$ cat config.mk
export PLATFORM = sky130hd
export DESIGN_NAME = dscs_clock_select
export DESIGN_NICKNAME = d
export VERILOG_FILES = /design/src/hdl/dscs_pkg.sv /design/src/hdl/dscs_clock_select.sv /design/src/hdl/dscs_cycle_gen.sv
export SDC_FILE = /design/constraint.sdc
export NUM_CORES = 1
export LEC_CHECK = 0
export ABC_CLOCK_PERIOD_IN_PS = 1600
export BUFFER_PORTS_ARGS = -buffer_cell sky130_fd_sc_hd__buf_2
export CORE_MARGIN = 1
export CORE_UTILIZATION = 35
export CTS_CLUSTER_DIAMETER = 120
export DETAILED_ROUTE_END_ITERATION = 6
export HOLD_SLACK_MARGIN = 0.08
export PLACE_DENSITY_LB_ADDON = 0.08
export SYNTH_ARGS = -nofsm -noshare
export SYNTH_HDL_FRONTEND = slang
export SYNTH_HIERARCHICAL = 1
export SYNTH_SLANG_ARGS = --single-unit
export TNS_END_PERCENT = 30
$ cat constraint.sdc
create_clock -name CLOCK_I -period 1.6 [get_ports CLOCK_I]
set_input_delay 0.08 -clock CLOCK_I [delete_from_list [all_inputs] [get_ports CLOCK_I]]
set_output_delay 0.08 -clock CLOCK_I [all_outputs]
set_load 0.005 [all_outputs]
$ cat src/hdl/dscs_pkg.sv
package dscs_pkg;
  // ==========================================
  // register map
  localparam logic [7:0] CLK_CTRL_ADDR = 8'h8F; // clock speed control address
  localparam logic [7:0] CLK_CTRL_RESET = 8'h00; // reset value
  // ==========================================
  // field positions in clock speed control
  localparam int GLOBAL_BIT = 0; // global double speed selector
  localparam int TIMER_ZERO_BIT = 1; // timer 0 selector
  localparam int TIMER_ONE_BIT = 2; // timer 1 selector
  localparam int TIMER_TWO_BIT = 3; // timer 2 selector
  localparam int UART_BIT = 4; // uart selector
  localparam int COUNTER_ARRAY_BIT = 5; // counter array selector
  localparam int WATCHDOG_BIT = 6; // watchdog selector
  localparam int CAN_BIT = 7; // can selector
  localparam int NUM_PERIPH = 7; // peripheral clock count
  // ==========================================
  // cycle counts in oscillator periods
  localparam logic [3:0] STD_PERIODS = 4'hC; // standard speed periods per cycle
  localparam logic [3:0] DBL_PERIODS = 4'h6; // double speed periods per cycle
  localparam logic [3:0] PERIOD_LAST = 4'hB; // last count in a standard cycle
  localparam logic [3:0] DBL_LAST = 4'h5; // last count in a double cycle
  // ==========================================
  // mode enumeration
  typedef enum logic [0:0] {
    DSCS_STD = 1'b0, // standard speed mode
    DSCS_DBL = 1'b1 // double speed mode
  } dscs_mode_t;
endpackage

$ cat src/hdl/dscs_clock_select.sv
// How it works
// - double speed cycle takes six oscillator periods
// - divide-by-two stage, bypassable by software
// - programmed fuse starts in double speed
// - global selector switches twelve versus six periods
// - unprogrammed fuse resets into standard speed
// - global selector alone doubles the cpu and all peripherals
// - peripheral doubles only when its bit cleared
// - register 8Fh holds selectors bits 7..0
// - standard mode uses halved oscillator for everything
// - global change applied on halved clock rising edge
// - doubled peripheral time base runs twice faster
module dscs_clock_select (
  input wire logic CLOCK_I,
  input wire logic RST_I,
  input wire logic OSC_TICK_I,
  input wire logic FUSE_I,
  input wire logic SFR_WR_I,
  input wire logic SFR_RD_I,
  input wire logic [7:0] SFR_ADDR_I,
  input wire logic [7:0] SFR_WDATA_I,
  output logic [7:0] SFR_RDATA_O,
  output logic SFR_HIT_O,
  output logic CPU_DOUBLE_O,
  output logic CPU_TICK_O,
  output logic CPU_CYCLE_O,
  output logic [6:0] PERIPH_TICK_O,
  output logic [6:0] PERIPH_DOUBLE_O
);
  // ==========================================
  // input synchronisers
  logic [1:0] osc_sync; // oscillator period pulse, two flops
  logic [1:0] fuse_sync; // fuse level, two flops
  logic osc_prev; // previous synced oscillator level

  // two flop synchroniser for the oscillator input
  always_ff @(posedge CLOCK_I or posedge RST_I) begin
    if (RST_I) begin
      osc_sync <= 2'h0;
      osc_prev <= 1'b0;
    end else begin
      osc_sync <= {osc_sync[0], OSC_TICK_I};
      osc_prev <= osc_sync[1];
    end
  end

  // fuse synchroniser runs through reset, so the level is settled at release
  always_ff @(posedge CLOCK_I) begin
    fuse_sync <= {fuse_sync[0], FUSE_I};
  end

  // one oscillator period per rising edge of the synced input
  logic osc_tick;
  assign osc_tick = osc_sync[1] & ~osc_prev;

  // ==========================================
  // state
  typedef struct packed {
    logic [7:0] ctrl; // clock speed control register
    logic strap_done; // fuse sampled after reset
    logic half; // halved oscillator phase
    dscs_pkg::dscs_mode_t mode; // applied cpu mode
    logic cpu_tick; // cpu period enable
    logic [6:0] periph_tick; // peripheral period enables
    logic [6:0] periph_double; // peripheral doubled flags
    logic [7:0] rdata; // read data
    logic hit; // address decoded
  } dscs_state_t;
  dscs_state_t state;
  dscs_state_t next_state;

  // peripheral field positions in register order
  function automatic logic periph_sel(input logic [7:0] ctrl, input int idx);
    periph_sel = ctrl[dscs_pkg::TIMER_ZERO_BIT + idx];
  endfunction

  logic half_rise; // rising edge of halved clock
  logic std_tick; // standard rate enable
  logic dbl_tick; // double rate enable
  logic [7:0] ctrl_eff; // register value after a write

  // ==========================================
  // next state
  always_comb begin
    next_state = state;
    half_rise = 1'b0;
    std_tick = 1'b0;
    dbl_tick = osc_tick;
    ctrl_eff = state.ctrl;
    // divide by two of oscillator periods
    if (osc_tick) begin
      next_state.half = ~state.half;
      half_rise = ~state.half;
      std_tick = ~state.half;
    end
    // fuse captured once after reset release
    if (!state.strap_done) begin
      next_state.strap_done = 1'b1;
      if (fuse_sync[1]) begin
        next_state.ctrl[dscs_pkg::GLOBAL_BIT] = 1'b1;
        next_state.mode = dscs_pkg::DSCS_DBL;
      end
      ctrl_eff = next_state.ctrl;
    end
    // register write at its address
    if (SFR_WR_I && SFR_ADDR_I == dscs_pkg::CLK_CTRL_ADDR) begin
      next_state.ctrl = SFR_WDATA_I;
      ctrl_eff = SFR_WDATA_I;
    end
    // global selector applied on halved rising edge
    if (half_rise && state.strap_done) begin
      next_state.mode = ctrl_eff[dscs_pkg::GLOBAL_BIT] ? dscs_pkg::DSCS_DBL : dscs_pkg::DSCS_STD;
    end
    // cpu tick: bypass divider in double mode
    next_state.cpu_tick = (state.mode == dscs_pkg::DSCS_DBL) ? dbl_tick : std_tick;
    // peripheral ticks
    for (int i = 0; i < dscs_pkg::NUM_PERIPH; i++) begin
      next_state.periph_double[i] = (state.mode == dscs_pkg::DSCS_DBL) && !periph_sel(state.ctrl, i);
      next_state.periph_tick[i] = next_state.periph_double[i] ? dbl_tick : std_tick;
    end
    // read path
    next_state.hit = (SFR_RD_I || SFR_WR_I) && SFR_ADDR_I == dscs_pkg::CLK_CTRL_ADDR;
    next_state.rdata = (SFR_RD_I && SFR_ADDR_I == dscs_pkg::CLK_CTRL_ADDR) ? state.ctrl : 8'h00;
  end

  // register the state
  always_ff @(posedge CLOCK_I or posedge RST_I) begin
    if (RST_I) begin
      state <= '0;
      state.ctrl <= dscs_pkg::CLK_CTRL_RESET;
      state.mode <= dscs_pkg::DSCS_STD;
    end else begin
      state <= next_state;
    end
  end

  // ==========================================
  // machine cycle counter over oscillator periods: 12 or 6
  logic [3:0] cycle_last;
  logic cpu_cycle;
  assign cycle_last = (state.mode == dscs_pkg::DSCS_DBL) ? dscs_pkg::DBL_LAST : dscs_pkg::PERIOD_LAST;
  dscs_cycle_gen u_cycle (
    .CLOCK_I(CLOCK_I),
    .RST_I(RST_I),
    .tick_i(osc_tick),
    .last_i(cycle_last),
    .cycle_o(cpu_cycle)
  );

  // outputs straight from flops
  assign SFR_RDATA_O = state.rdata;
  assign SFR_HIT_O = state.hit;
  assign CPU_DOUBLE_O = state.mode;
  assign CPU_TICK_O = state.cpu_tick;
  assign CPU_CYCLE_O = cpu_cycle;
  assign PERIPH_TICK_O = state.periph_tick;
  assign PERIPH_DOUBLE_O = state.periph_double;

  // ==========================================
  // checks
  chk_std_reset_mode: assert property (@(posedge CLOCK_I) disable iff (RST_I)
    $rose(state.strap_done) && !fuse_sync[1] |=> !state.mode) else $error("fuse clear left double");
  chk_fuse_fast_start: assert property (@(posedge CLOCK_I) disable iff (RST_I)
    $rose(state.strap_done) && fuse_sync[1] |=> state.mode) else $error("fuse did not start double");
  chk_mode_on_edge: assert property (@(posedge CLOCK_I) disable iff (RST_I)
    $changed(state.mode) && $past(state.strap_done) |-> $past(half_rise)) else $error("mode off edge");
  chk_std_tick_rate: assert property (@(posedge CLOCK_I) disable iff (RST_I)
    !state.mode && !$past(state.mode) && state.cpu_tick |-> $past(std_tick)) else $error("cpu not halved");
  chk_dbl_tick_rate: assert property (@(posedge CLOCK_I) disable iff (RST_I)
    state.mode && $past(state.mode) && $past(osc_tick) |-> state.cpu_tick) else $error("divider not bypassed");
  chk_global_gate: assert property (@(posedge CLOCK_I) disable iff (RST_I)
    !$past(state.mode) |-> state.periph_double == 7'h00) else $error("periph doubled in std");
  chk_periph_select: assert property (@(posedge CLOCK_I) disable iff (RST_I)
    $past(state.mode) |-> state.periph_double == ~$past(state.ctrl[7:1])) else $error("periph select wrong");
  chk_reg_readback: assert property (@(posedge CLOCK_I) disable iff (RST_I)
    SFR_RD_I && !SFR_WR_I && SFR_ADDR_I == dscs_pkg::CLK_CTRL_ADDR |=> SFR_RDATA_O == $past(state.ctrl))
    else $error("readback wrong");
  chk_cycle_len: assert property (@(posedge CLOCK_I) disable iff (RST_I)
    cpu_cycle && state.mode |-> u_cycle.state.count == 4'h0) else $error("cycle wrap");
endmodule

$ cat src/hdl/dscs_cycle_gen.sv
// ==========================================
// machine cycle counter: one pulse every n enables
module dscs_cycle_gen (
  input wire logic CLOCK_I,
  input wire logic RST_I,
  input wire logic tick_i,
  input wire logic [3:0] last_i,
  output logic cycle_o
);
  // ==========================================
  // state
  typedef struct packed {
    logic [3:0] count; // periods in current cycle
    logic cycle; // end of cycle pulse
  } dscs_cg_state_t;
  dscs_cg_state_t state;
  dscs_cg_state_t next_state;

  // count enables, wrap at last
  always_comb begin
    next_state = state;
    next_state.cycle = 1'b0;
    if (tick_i) begin
      if (state.count >= last_i) begin
        next_state.count = 4'h0;
        next_state.cycle = 1'b1;
      end else begin
        next_state.count = state.count + 4'h1;
      end
    end
  end

  // register the state
  always_ff @(posedge CLOCK_I or posedge RST_I) begin
    if (RST_I) begin
      state <= '0;
    end else begin
      state <= next_state;
    end
  end

  assign cycle_o = state.cycle;
endmodule

==> summary.txt, run 1 <==
Route
  • Number of routed nets with antenna violations: 0
  • Remaining routing DRC violations: 0
  • DR WL/cell: 11.2 um
  • Routed wire length: 3080 um
  • Drt pass-1 iters: 2
  • Via/cell ratio: 4.17
  • Starting DRT DRC Count: 23
  • Via count: 1142

Pwr
  • Max IR drop VDD: 0.487 mV
  • Pwr/cell area: 1130 nW/um2
  • Total power: 2.65 mW
  • Leakage power: 1.16 nW

Layout
  • Layout cells sized above 1: 39.2%
  • Area growth syn-to-layout: 23.2%
  • Cell Count, Final, Fillers Out: 274
  • Core Util, Final: 45.3%
  • Cell area after layout: 2340 um2
  • NumNets Final: 230
  • Antenna Diode Count: 0

Clocking
  • CTS tree: built
  • Clock H-tree levels: 2
  • Clk buf depth: 2
  • Clk_lat worst skew: 0.30 ns
  • Clock Pin Slew Worst Setup and Hold Paths: 0.08 ns
  • CTS Root Cell: clkbuf_8
  • Clk sinks: 45
  • Total CTS buffers: 5

GRT
  • Vias in the first global route: 1084
  • Largest net degree at the start of global routing: 39
  • First-pass GRT wire length: 4930 um
  • Initial antenna violation count: 0
  • Total GRT Usage: 12.2%
  • Total gr overflow: 0

Min path
  • Worst min-delay path category: input pin to flip-flop
  • Worst Hold Depth: 3
  • Worst Hold End: SFR_HIT_O$_DFF_PP0_
  • HP Start: SFR_WR_I

Timing
  • FMAX: 678 MHz
  • # setup viols final: 0
  • Hold Fails Final Rpt: 0
  • Min Tclk post-route: 1.47 ns
  • Worst Skew: 0.0111 ns
  • Fin. max-slew vios: 0
  • Period utilisation layout: 92.2%
  • RSZ-0062 raised after global routing: true
  • Min Hold Slack: 0.144 ns
  • Post-route setup slack: 0.125 ns
  • Setup TNS: 0 ns

Placed design
  • Inst Count DP: 253
  • Worst slack at placement: 0.0311 ns
  • Final RePlAce weighted congestion: 0.726
  • DP Area: 2070 um2
  • PortBufs: 47
  • Dpl hpwl: 2220 um

Worst setup path
  • R2R cell count: 7
  • Reg2reg setup slack: 0.13 ns
  • Critical path class: flip-flop to flip-flop
  • Startpoint Class: flip-flop
  • CP Data Arrival Time: 1.66 ns
  • RR Endpoint: u_cycle/state[3]$_DFFE_PP0P_
  • Worst path required time: 1.79 ns
  • CP startpoint: CPU_DOUBLE_O$_DFFE_PP0P_
  • Critical path fanouts, max: 6
  • Worst flop-to-flop path startpoint: CPU_DOUBLE_O$_DFFE_PP0P_
  • Crit. End Element: flip-flop

Floorplan
  • # rows: 26
  • Die Area: 5730 um2
  • Initial Utilization: 36.7%
  • I/O Pins: 48
  • Die H: 75.7 um
  • Core Area: 5170 um2
  • Horiz. Die Dim: 75.7 um

Logic synthesis
  • Syn Area/Cell: 12.1 um2
  • Register area share after synthesis: 58.7%
  • Mapped Cells: 157
  • Seq cells post-synth: 45
  • Largest cells by area after synthesis: dfrtp_1 57%, buf_4 9.1%, mux2_2 4.7%
  • Area leader, netlist: dfrtp_1
  • Main synth FF type: dfrtp_1
  • FFs w/ async S/R, synth: 95.6%
  • Share of the synthesized area in the top cell type: 56.6%
  • EDFF count, synth: 0
  • Synth warn: 6
  • Mapped Area: 1900 um2
  • Netlist cell types: 33

Status
  • Status: complete, no violations

Job
  • Max Cap Viol: 0
## worst max-delay path: stages (launching register included)
cell	delay (ns)
dfrtp_1	0.41
inv_2	0.09
inv_2	0.05
ha_4	0.26
o211ai_2	0.07
o21ai_2	0.24
o21ai_1	0.10
a21o_1	0.16
## synth_stat cells, types with 3 or more instances
library cell  number
mux2_2             8
ha_1               5
nand2_1            4
and2_1             8
a21oi_1            3
inv_1             11
buf_4             23
nor2_1             8
nor2b_1           14
dfrtp_1           43
nand3_1            3
## placed cells by master (no fill, tap or decap), types with 2 or more instances in the layout
cell / netlist / routed
o22ai_1: 2 / 2
buf_2: 0 / 47
clkbuf_8: 0 / 6
dlygate4sd3_1: 0 / 12
ha_4: 0 / 2
nor2_1: 8 / 8
buf_4: 23 / 4
dfxtp_1: 2 / 2
nand2_1: 4 / 4
inv_2: 0 / 3
conb_1: 1 / 2
ha_1: 5 / 3
o21ai_1: 2 / 2
mux2_2: 8 / 8
dfrtp_1: 43 / 43
nand3_1: 3 / 3
and2_1: 8 / 8
a21oi_1: 3 / 3
inv_1: 11 / 8
nor2b_1: 14 / 14
nand2b_1: 2 / 2
## how the worst max path moves through the flow
| stage | to | slack [ns] | cells after the start |
|---|---|---|---|
| 2_1_floorplan | u_cycle/state[3]$_DFFE_PP0P_ | 0.11 | 7 |
| 3_3_place_gp | u_cycle/state[3]$_DFFE_PP0P_ | 0.11 | 7 |
| 3_5_place_dp | u_cycle/state[3]$_DFFE_PP0P_ | 0.03 | 7 |
| 4_1_cts | u_cycle/state[3]$_DFFE_PP0P_ | 0.03 | 7 |
| 5_1_grt | u_cycle/state[3]$_DFFE_PP0P_ | -0.005 | 7 |
| 6_report | u_cycle/state[3]$_DFFE_PP0P_ | 0.13 | 7 |
## cell type report
type	instances	area, um2
Inverter	11	41.3
Clock buffer	6	82.6
Tap cell	70	87.6
Sequential cell	45	1120
Fill cell	486	2830
Clock inverter	2	37.5
Multi-Input combinational cell	77	592
Timing Repair Buffer	63	385
## timing repair
action	in CTS	in global routing
setup endpoints to repair	0	2
resized for setup	0	5
buffers inserted	0	1
hold buffers	12	0
hold endpoints to repair	55	0
## flip-flops by register name (all words and copies together) (netlist names)
name             count
CPU_DOUBLE_O         1
CPU_TICK_O           1
PERIPH_DOUBLE_O      7
PERIPH_TICK_O        7
SFR_HIT_O            1
SFR_RDATA_O          8
fuse_sync            2
osc_prev             1
osc_sync             2
state               10
u_cycle/cycle_o      1
u_cycle/state        4
## logic make-up after synthesis
group | share of synthesized area [%]
AOI/OAI and AO/OA | 4.28
xor gates and xnor gates | 0.461
muxes | 4.74
and+or+nand+nor | 16.7
other | 0.197
DFF | 58.7
adders and majority gates | 3.29
buffers and inverters | 11.7
## report_power, final
| part | switching [mW] | internal [mW] | total, mW | leakage (nW) |
|---|---|---|---|---|
| clock | 0.372 | 0.508 | 0.880 | 0.0574 |
| sequential | 0.114 | 1.23 | 1.35 | 0.546 |
| combinational | 0.183 | 0.238 | 0.421 | 0.556 |
## per-layer routing
metal / routed length [um] / up-vias / track usage (%)
met5: 0 / - / 0
met2: 1570 / 24 / 21.7
met1: 1320 / 536 / 13.2
li1: - / 576 / -
met4: 55 / 0 / 5.56
met3: 126 / 6 / 3.97
No activity file was read; power rests on OpenSTA's default activity.
==> run 2: changes to the inputs <==
Settings changed: REMOVE_ABC_BUFFERS set to 1.
==> run 2 against run 1 <==
Wire length increased by 10%. Maximum frequency decreased by 3.2%. Cell area decreased by 0.27%. Combinational power increased by 15%. Critical path type unchanged. Setup slack got worse by 0.049 ns. Via count increased by 1.6%. Largest power group unchanged. Clock power decreased by 2.7%. Utilization decreased by 0.12 points.
==> summary.txt, run 2 (synthesis gave the netlist of run 1 again) <==
GRT
  • Total gr overflow: 0
  • Met2 Usage GRT: 21.8%
  • Grt met3 use: 4.23%
  • Largest net degree at the start of global routing: 39
  • Top Usage Layer GRT: met2
  • Vias in the first global route: 1164
  • Total GRT Usage: 13.8%
  • Met1 Usage GRT: 17.4%
  • Initial antenna violation count: 0
  • First-pass GRT wire length: 5600 um

Worst setup path
  • Worst path slowest cell: dfrtp_1
  • Critical path class: flip-flop to flip-flop
  • Crit-path leading delay family: compound AO/OA/AOI/OAI gates
  • Worst path required time: 1.79 ns
  • Critical path fanouts, max: 6
  • CP Cell Sequence: inv_2 > inv_1 > ha_4 > o211ai_2 > o21ai_4 > o21ai_1 > a21o_1
  • Largest stage delay on the critical path: 0.41 ns
  • Crit. End Element: flip-flop
  • Buf/Inv on CP: 2
  • Startpoint Class: flip-flop
  • CP Data Arrival Time: 1.71 ns

Timing
  • FMAX: 656 MHz
  • Fin. max-slew vios: 0
  • Min Tclk post-route: 1.52 ns
  • Period utilisation layout: 95.3%
  • Worst Skew: 0.0121 ns
  • Post-route setup slack: 0.0758 ns
  • # setup viols final: 0
  • Hold Fails Final Rpt: 0

Layout
  • Commonest cells after routing, fill and taps aside: 47 x buf_2, 43 x dfrtp_1, 14 x nor2b_1, 12 x dlygate4sd3_1, 10 x inv_1
  • Area growth syn-to-layout: 22.9%
  • Max reg flops: 10
  • Antenna Diode Count: 0
  • NumNets Final: 231
  • Leading cell type in the layout, fill and taps excluded: buf_2
  • Layout cells sized above 1: 37.6%
  • Final-layout fill cell count: 497
  • Reg with most FFs: state

Floorplan
  • Die H: 75.7 um
  • I/O Pins: 48
  • # rows: 26
  • Horiz. Die Dim: 75.7 um
  • Core Area: 5170 um2
  • Die Area: 5730 um2
  • Initial Utilization: 36.7%

Route
  • Routed wire length: 3390 um
  • DR WL/cell: 12.3 um
  • Via count: 1160
  • Drt pass-1 iters: 3
  • Starting DRT DRC Count: 32
  • Number of routed nets with antenna violations: 0
  • Via/cell ratio: 4.22
  • Remaining routing DRC violations: 0

Pwr
  • Max IR drop VDD: 0.357 mV
  • Leakage power: 1.16 nW
  • Pwr/cell area: 1130 nW/um2
  • Total power: 2.64 mW

Clocking
  • Clk_lat worst skew: 0.30 ns
  • Clock Pin Slew Worst Setup and Hold Paths: 0.09 ns
  • Clk sinks: 45
  • Clock H-tree levels: 2
  • Total CTS buffers: 5
  • CTS Root Cell: clkbuf_8
  • CTS tree: built
  • Clk buf depth: 2

Status
  • Status: complete, no violations

Placed design
  • PortBufs: 47
  • Worst slack at placement: 0.0464 ns
  • Dpl hpwl: 2390 um
  • Final RePlAce weighted congestion: 0.765

Min path
  • Worst min-delay path category: input pin to flip-flop

Job
  • Max Cap Viol: 0
[run 2: cell type report]
type,count,area [um2],share of cell area [%]
sequential,45,1120,47.8
timing repair buffer,64,393,16.8
multi-input combinational,77,587,25.1
clock buffer,6,72.6,3.11
tap,70,87.6,3.75
clock inverter,2,38.8,1.66
inverter,11,41.3,1.77
[run 2: per-stage QoR]
step                      hold WS, ns  instances  TNS, ns  utilization (%)  area (um2)
after floorplan                -0.141        133        0                -        1720
after global routing            0.153        275  -0.0100             45.2        2340
final                           0.131        275        0             45.2        2340
after global placement       -0.00447        254        0             40.2        2080
after detailed placement    0.0000336        254        0             40.2        2080
after CTS                       0.138        274        0             44.6        2310
[run 2: routing by layer]
layer	part of all wire, %	up-vias
met3	6.0	7
met1	45	539
met2	47	36
met4	1.8	0
met5	0	-
li1	-	578
[run 2: where the power goes]
group	switching, mW	internal (mW)	total [mW]
Sequential	0.0775	1.23	1.31
Combinational	0.228	0.254	0.483
Clock	0.387	0.469	0.856
Total	0.693	1.95	2.64
[run 2: timing repair]
action | 4_1_cts | 5_1_grt
setup endpoints to repair | 0 | 2
resized for setup | 0 | 3
setup buffers | 0 | 1
endpoints found under the hold margin | 55 | 0
hold buffers | 12 | 0
[run 2: final timing paths]
path	from	end	cells past startpoint	slack (ns)
hold / removal	SFR_WR_I	SFR_HIT_O$_DFF_PP0_	3	0.13
min in group asynchronous	RST_I	u_cycle/cycle_o$_DFF_PP0_	3	0.24
hold reg to reg	fuse_sync[0]$_DFF_P_	fuse_sync[1]$_DFF_P_	0	0.33
setup reg to reg	CPU_DOUBLE_O$_DFFE_PP0P_	u_cycle/state[3]$_DFFE_PP0P_	7	0.08
max in group asynchronous	RST_I	CPU_DOUBLE_O$_DFFE_PP0P_	4	0.82
setup / recovery	CPU_DOUBLE_O$_DFFE_PP0P_	u_cycle/state[3]$_DFFE_PP0P_	7	0.08
[run 2: worst min-delay path: cells and delay by family]
kind | cells | cell delay [ns]
simple gates | 2 | 0.19
buf+inv | 1 | 0.13
==> run 3: changes to the inputs <==
Settings changed: ABC_AREA set to 1.
==> run 3 against run 2 <==
Final cell count increased by 12%. Critical path depth fell by 1. Clock power down 19%. Sequential share of layout area is 2.1 points higher. Worst hold slack worse by 0.0077 ns. Critical path type unchanged. Largest power group unchanged.
==> summary.txt, run 3 <==
Status
  • Status: complete, no violations

Logic synthesis
  • Synth Area in Adders: 3.34%
  • Post-synth top cells: 43 x dfrtp_1, 39 x nand2_1, 26 x inv_1, 25 x nor2_1, 22 x buf_4
  • Synth Area in Simple Gates: 16.6%
  • Largest cells by area after synthesis: dfrtp_1 57%, buf_4 8.8%, nand2_1 7.8%
  • Most frequent cell after synthesis: dfrtp_1
  • Main synth FF type: dfrtp_1
  • EDFF count, synth: 0
  • Main combinational cell family by area after synthesis: simple AND/OR/NAND/NOR gates
  • Synth warn: 6
  • Fraction of synthesized cell area in xor and xnor cells: 0.936%
  • Multiplexer area fraction after synthesis: 0%
  • FFs w/ async S/R, synth: 95.6%
  • Area leader, netlist: dfrtp_1
  • Seq cells post-synth: 45
  • Mapped Area: 1870 um2
  • Netlist cell types: 21
  • Share of the synthesized area in the top cell type: 57.5%
  • Syn Area/Cell: 9.70 um2
  • Register area share after synthesis: 59.6%
  • Mapped Cells: 193
  • Synth Area in Compound Gates: 3.94%

Clocking
  • Post-CTS Resized: 0
  • Clk buf depth: 2
  • CTS Root Cell: clkbuf_8
  • Clock H-tree levels: 2
  • Clock Pin Slew Worst Setup and Hold Paths: 0.08 ns
  • Clk sinks: 45
  • Total CTS buffers: 5
  • CTS hold repair buffers: 10
  • CTS tree: built
  • Setup Buffers After CTS: 0
  • Clk_lat worst skew: 0.29 ns

Route
  • Top Metal Used: met4
  • Met3 Wirelength: 163 um
  • Via/cell ratio: 4.00
  • Number of routed nets with antenna violations: 0
  • Met1 wire length: 1570 um
  • Drt pass-1 iters: 3
  • Metal2 WL: 1410 um
  • Via count: 1237
  • Routed wire length: 3190 um
  • DR WL/cell: 10.3 um
  • Starting DRT DRC Count: 40
  • Remaining routing DRC violations: 0

Layout
  • Antenna Diode Count: 0
  • Reg with most FFs: state
  • NumNets Final: 265
  • Area growth syn-to-layout: 19.6%
  • Leading cell type in the layout, fill and taps excluded: buf_2
  • Layout cells sized above 1: 27.2%
  • Max reg flops: 10
  • Commonest cells after routing, fill and taps aside: 47 x buf_2, 43 x dfrtp_1, 39 x nand2_1, 26 x inv_1, 25 x nor2_1

Timing
  • Worst Skew: 0.00566 ns
  • Period utilisation layout: 87.6%
  • # setup viols final: 0
  • RSZ-0062 raised after global routing: false
  • Hold Fails Final Rpt: 0
  • Setup TNS: 0 ns
  • Min Tclk post-route: 1.40 ns
  • FMAX: 714 MHz
  • Fin. max-slew vios: 0

Min path
  • Worst Hold Depth: 3
  • Worst min-delay path category: input pin to flip-flop

Placed design
  • PortBufs: 47
  • Dpl hpwl: 2260 um
  • Final RePlAce weighted congestion: 0.707

Worst setup path
  • Crit. End Element: flip-flop
  • Worst path required time: 1.82 ns
  • Critical path class: flip-flop to flip-flop
  • Critical path fanouts, max: 5
  • Startpoint Class: flip-flop
  • R2R cell count: 6
  • CP Data Arrival Time: 1.62 ns

Pwr
  • Pwr/cell area: 1100 nW/um2
  • Leakage power: 1.31 nW
  • Max IR drop VDD: 0.378 mV
  • Total power: 2.46 mW

Floorplan
  • # rows: 26
  • Horiz. Die Dim: 75.1 um
  • Die Area: 5640 um2
  • Initial Utilization: 36.4%
  • Core Area: 5140 um2
  • I/O Pins: 48
  • Die H: 75.1 um

GRT
  • Total gr overflow: 0
  • Largest net degree at the start of global routing: 39
  • First-pass GRT wire length: 5230 um
  • Vias in the first global route: 1199
  • Total GRT Usage: 12.8%
  • Initial antenna violation count: 0

Job
  • Max Cap Viol: 0
run 3: path summary, 6_finish.rpt:
kind	slack, ns	endpoint	startpoint
setup / recovery	0.20	u_cycle/state[2]$_DFFE_PP0P_	CPU_DOUBLE_O$_DFFE_PP0P_
hold / removal	0.12	state[27]$_DFFE_PP0P_	SFR_WDATA_I[0]
setup reg to reg	0.20	u_cycle/state[2]$_DFFE_PP0P_	CPU_DOUBLE_O$_DFFE_PP0P_
max in group asynchronous	0.83	PERIPH_DOUBLE_O[1]$_DFF_PP0_	RST_I
hold reg to reg	0.34	fuse_sync[1]$_DFF_P_	fuse_sync[0]$_DFF_P_
min in group asynchronous	0.23	u_cycle/cycle_o$_DFF_PP0_	RST_I
run 3: report_power, final:
group	switching, mW	internal (mW)
Clock	0.387	0.306
Sequential	0.0658	1.24
Combinational	0.263	0.204
run 3: routing by layer:
| metal | vias up | track usage, % |
|---|---|---|
| li1 | 645 | - |
| met1 | 553 | 16.3 |
| met2 | 34 | 20.0 |
| met3 | 5 | 3.61 |
| met4 | 0 | 6.17 |
| met5 | - | 0 |
run 3: layout make-up:
type | instances | area (um2)
Fill cell | 534 | 2900
Sequential cell | 45 | 1120
Clock inverter | 3 | 22.5
Multi-Input combinational cell | 97 | 473
Timing Repair Buffer | 61 | 365
Tap cell | 70 | 87.6
Clock buffer | 5 | 68.8
Inverter | 28 | 105
run 3: metrics by stage:
stage	setup WS (ns)	std cells	util (%)	hold WS [ns]	area [um2]
6_report	0.199	309	43.5	0.123	2240
5_1_grt	0.0477	309	43.5	0.111	2240
4_1_cts	0.195	309	43.5	0.110	2240
3_5_place_dp	0.217	291	39.8	-0.00196	2050
3_3_place_gp	0.244	291	39.8	0.00256	2050
2_1_floorplan	0.244	170	-	-0.141	1690
run 3: critical path: stages, from the launching register on:
cell	delay [ns]
dfrtp_1	0.41
inv_2	0.07
inv_1	0.04
ha_1	0.30
a21oi_1	0.14
nand3_1	0.18
o21ai_0	0.19
run 3: logic make-up (layout without fill, tap and decap cells):
group                      after synthesis  count (layout)
and+or+nand+nor                         74              74
buffers and inverters                   52              97
DFF                                     45              45
AOI/OAI and AO/OA                       14              14
adders and majority gates                5               5
xor gates and xnor gates                 2               2
other                                    1               2
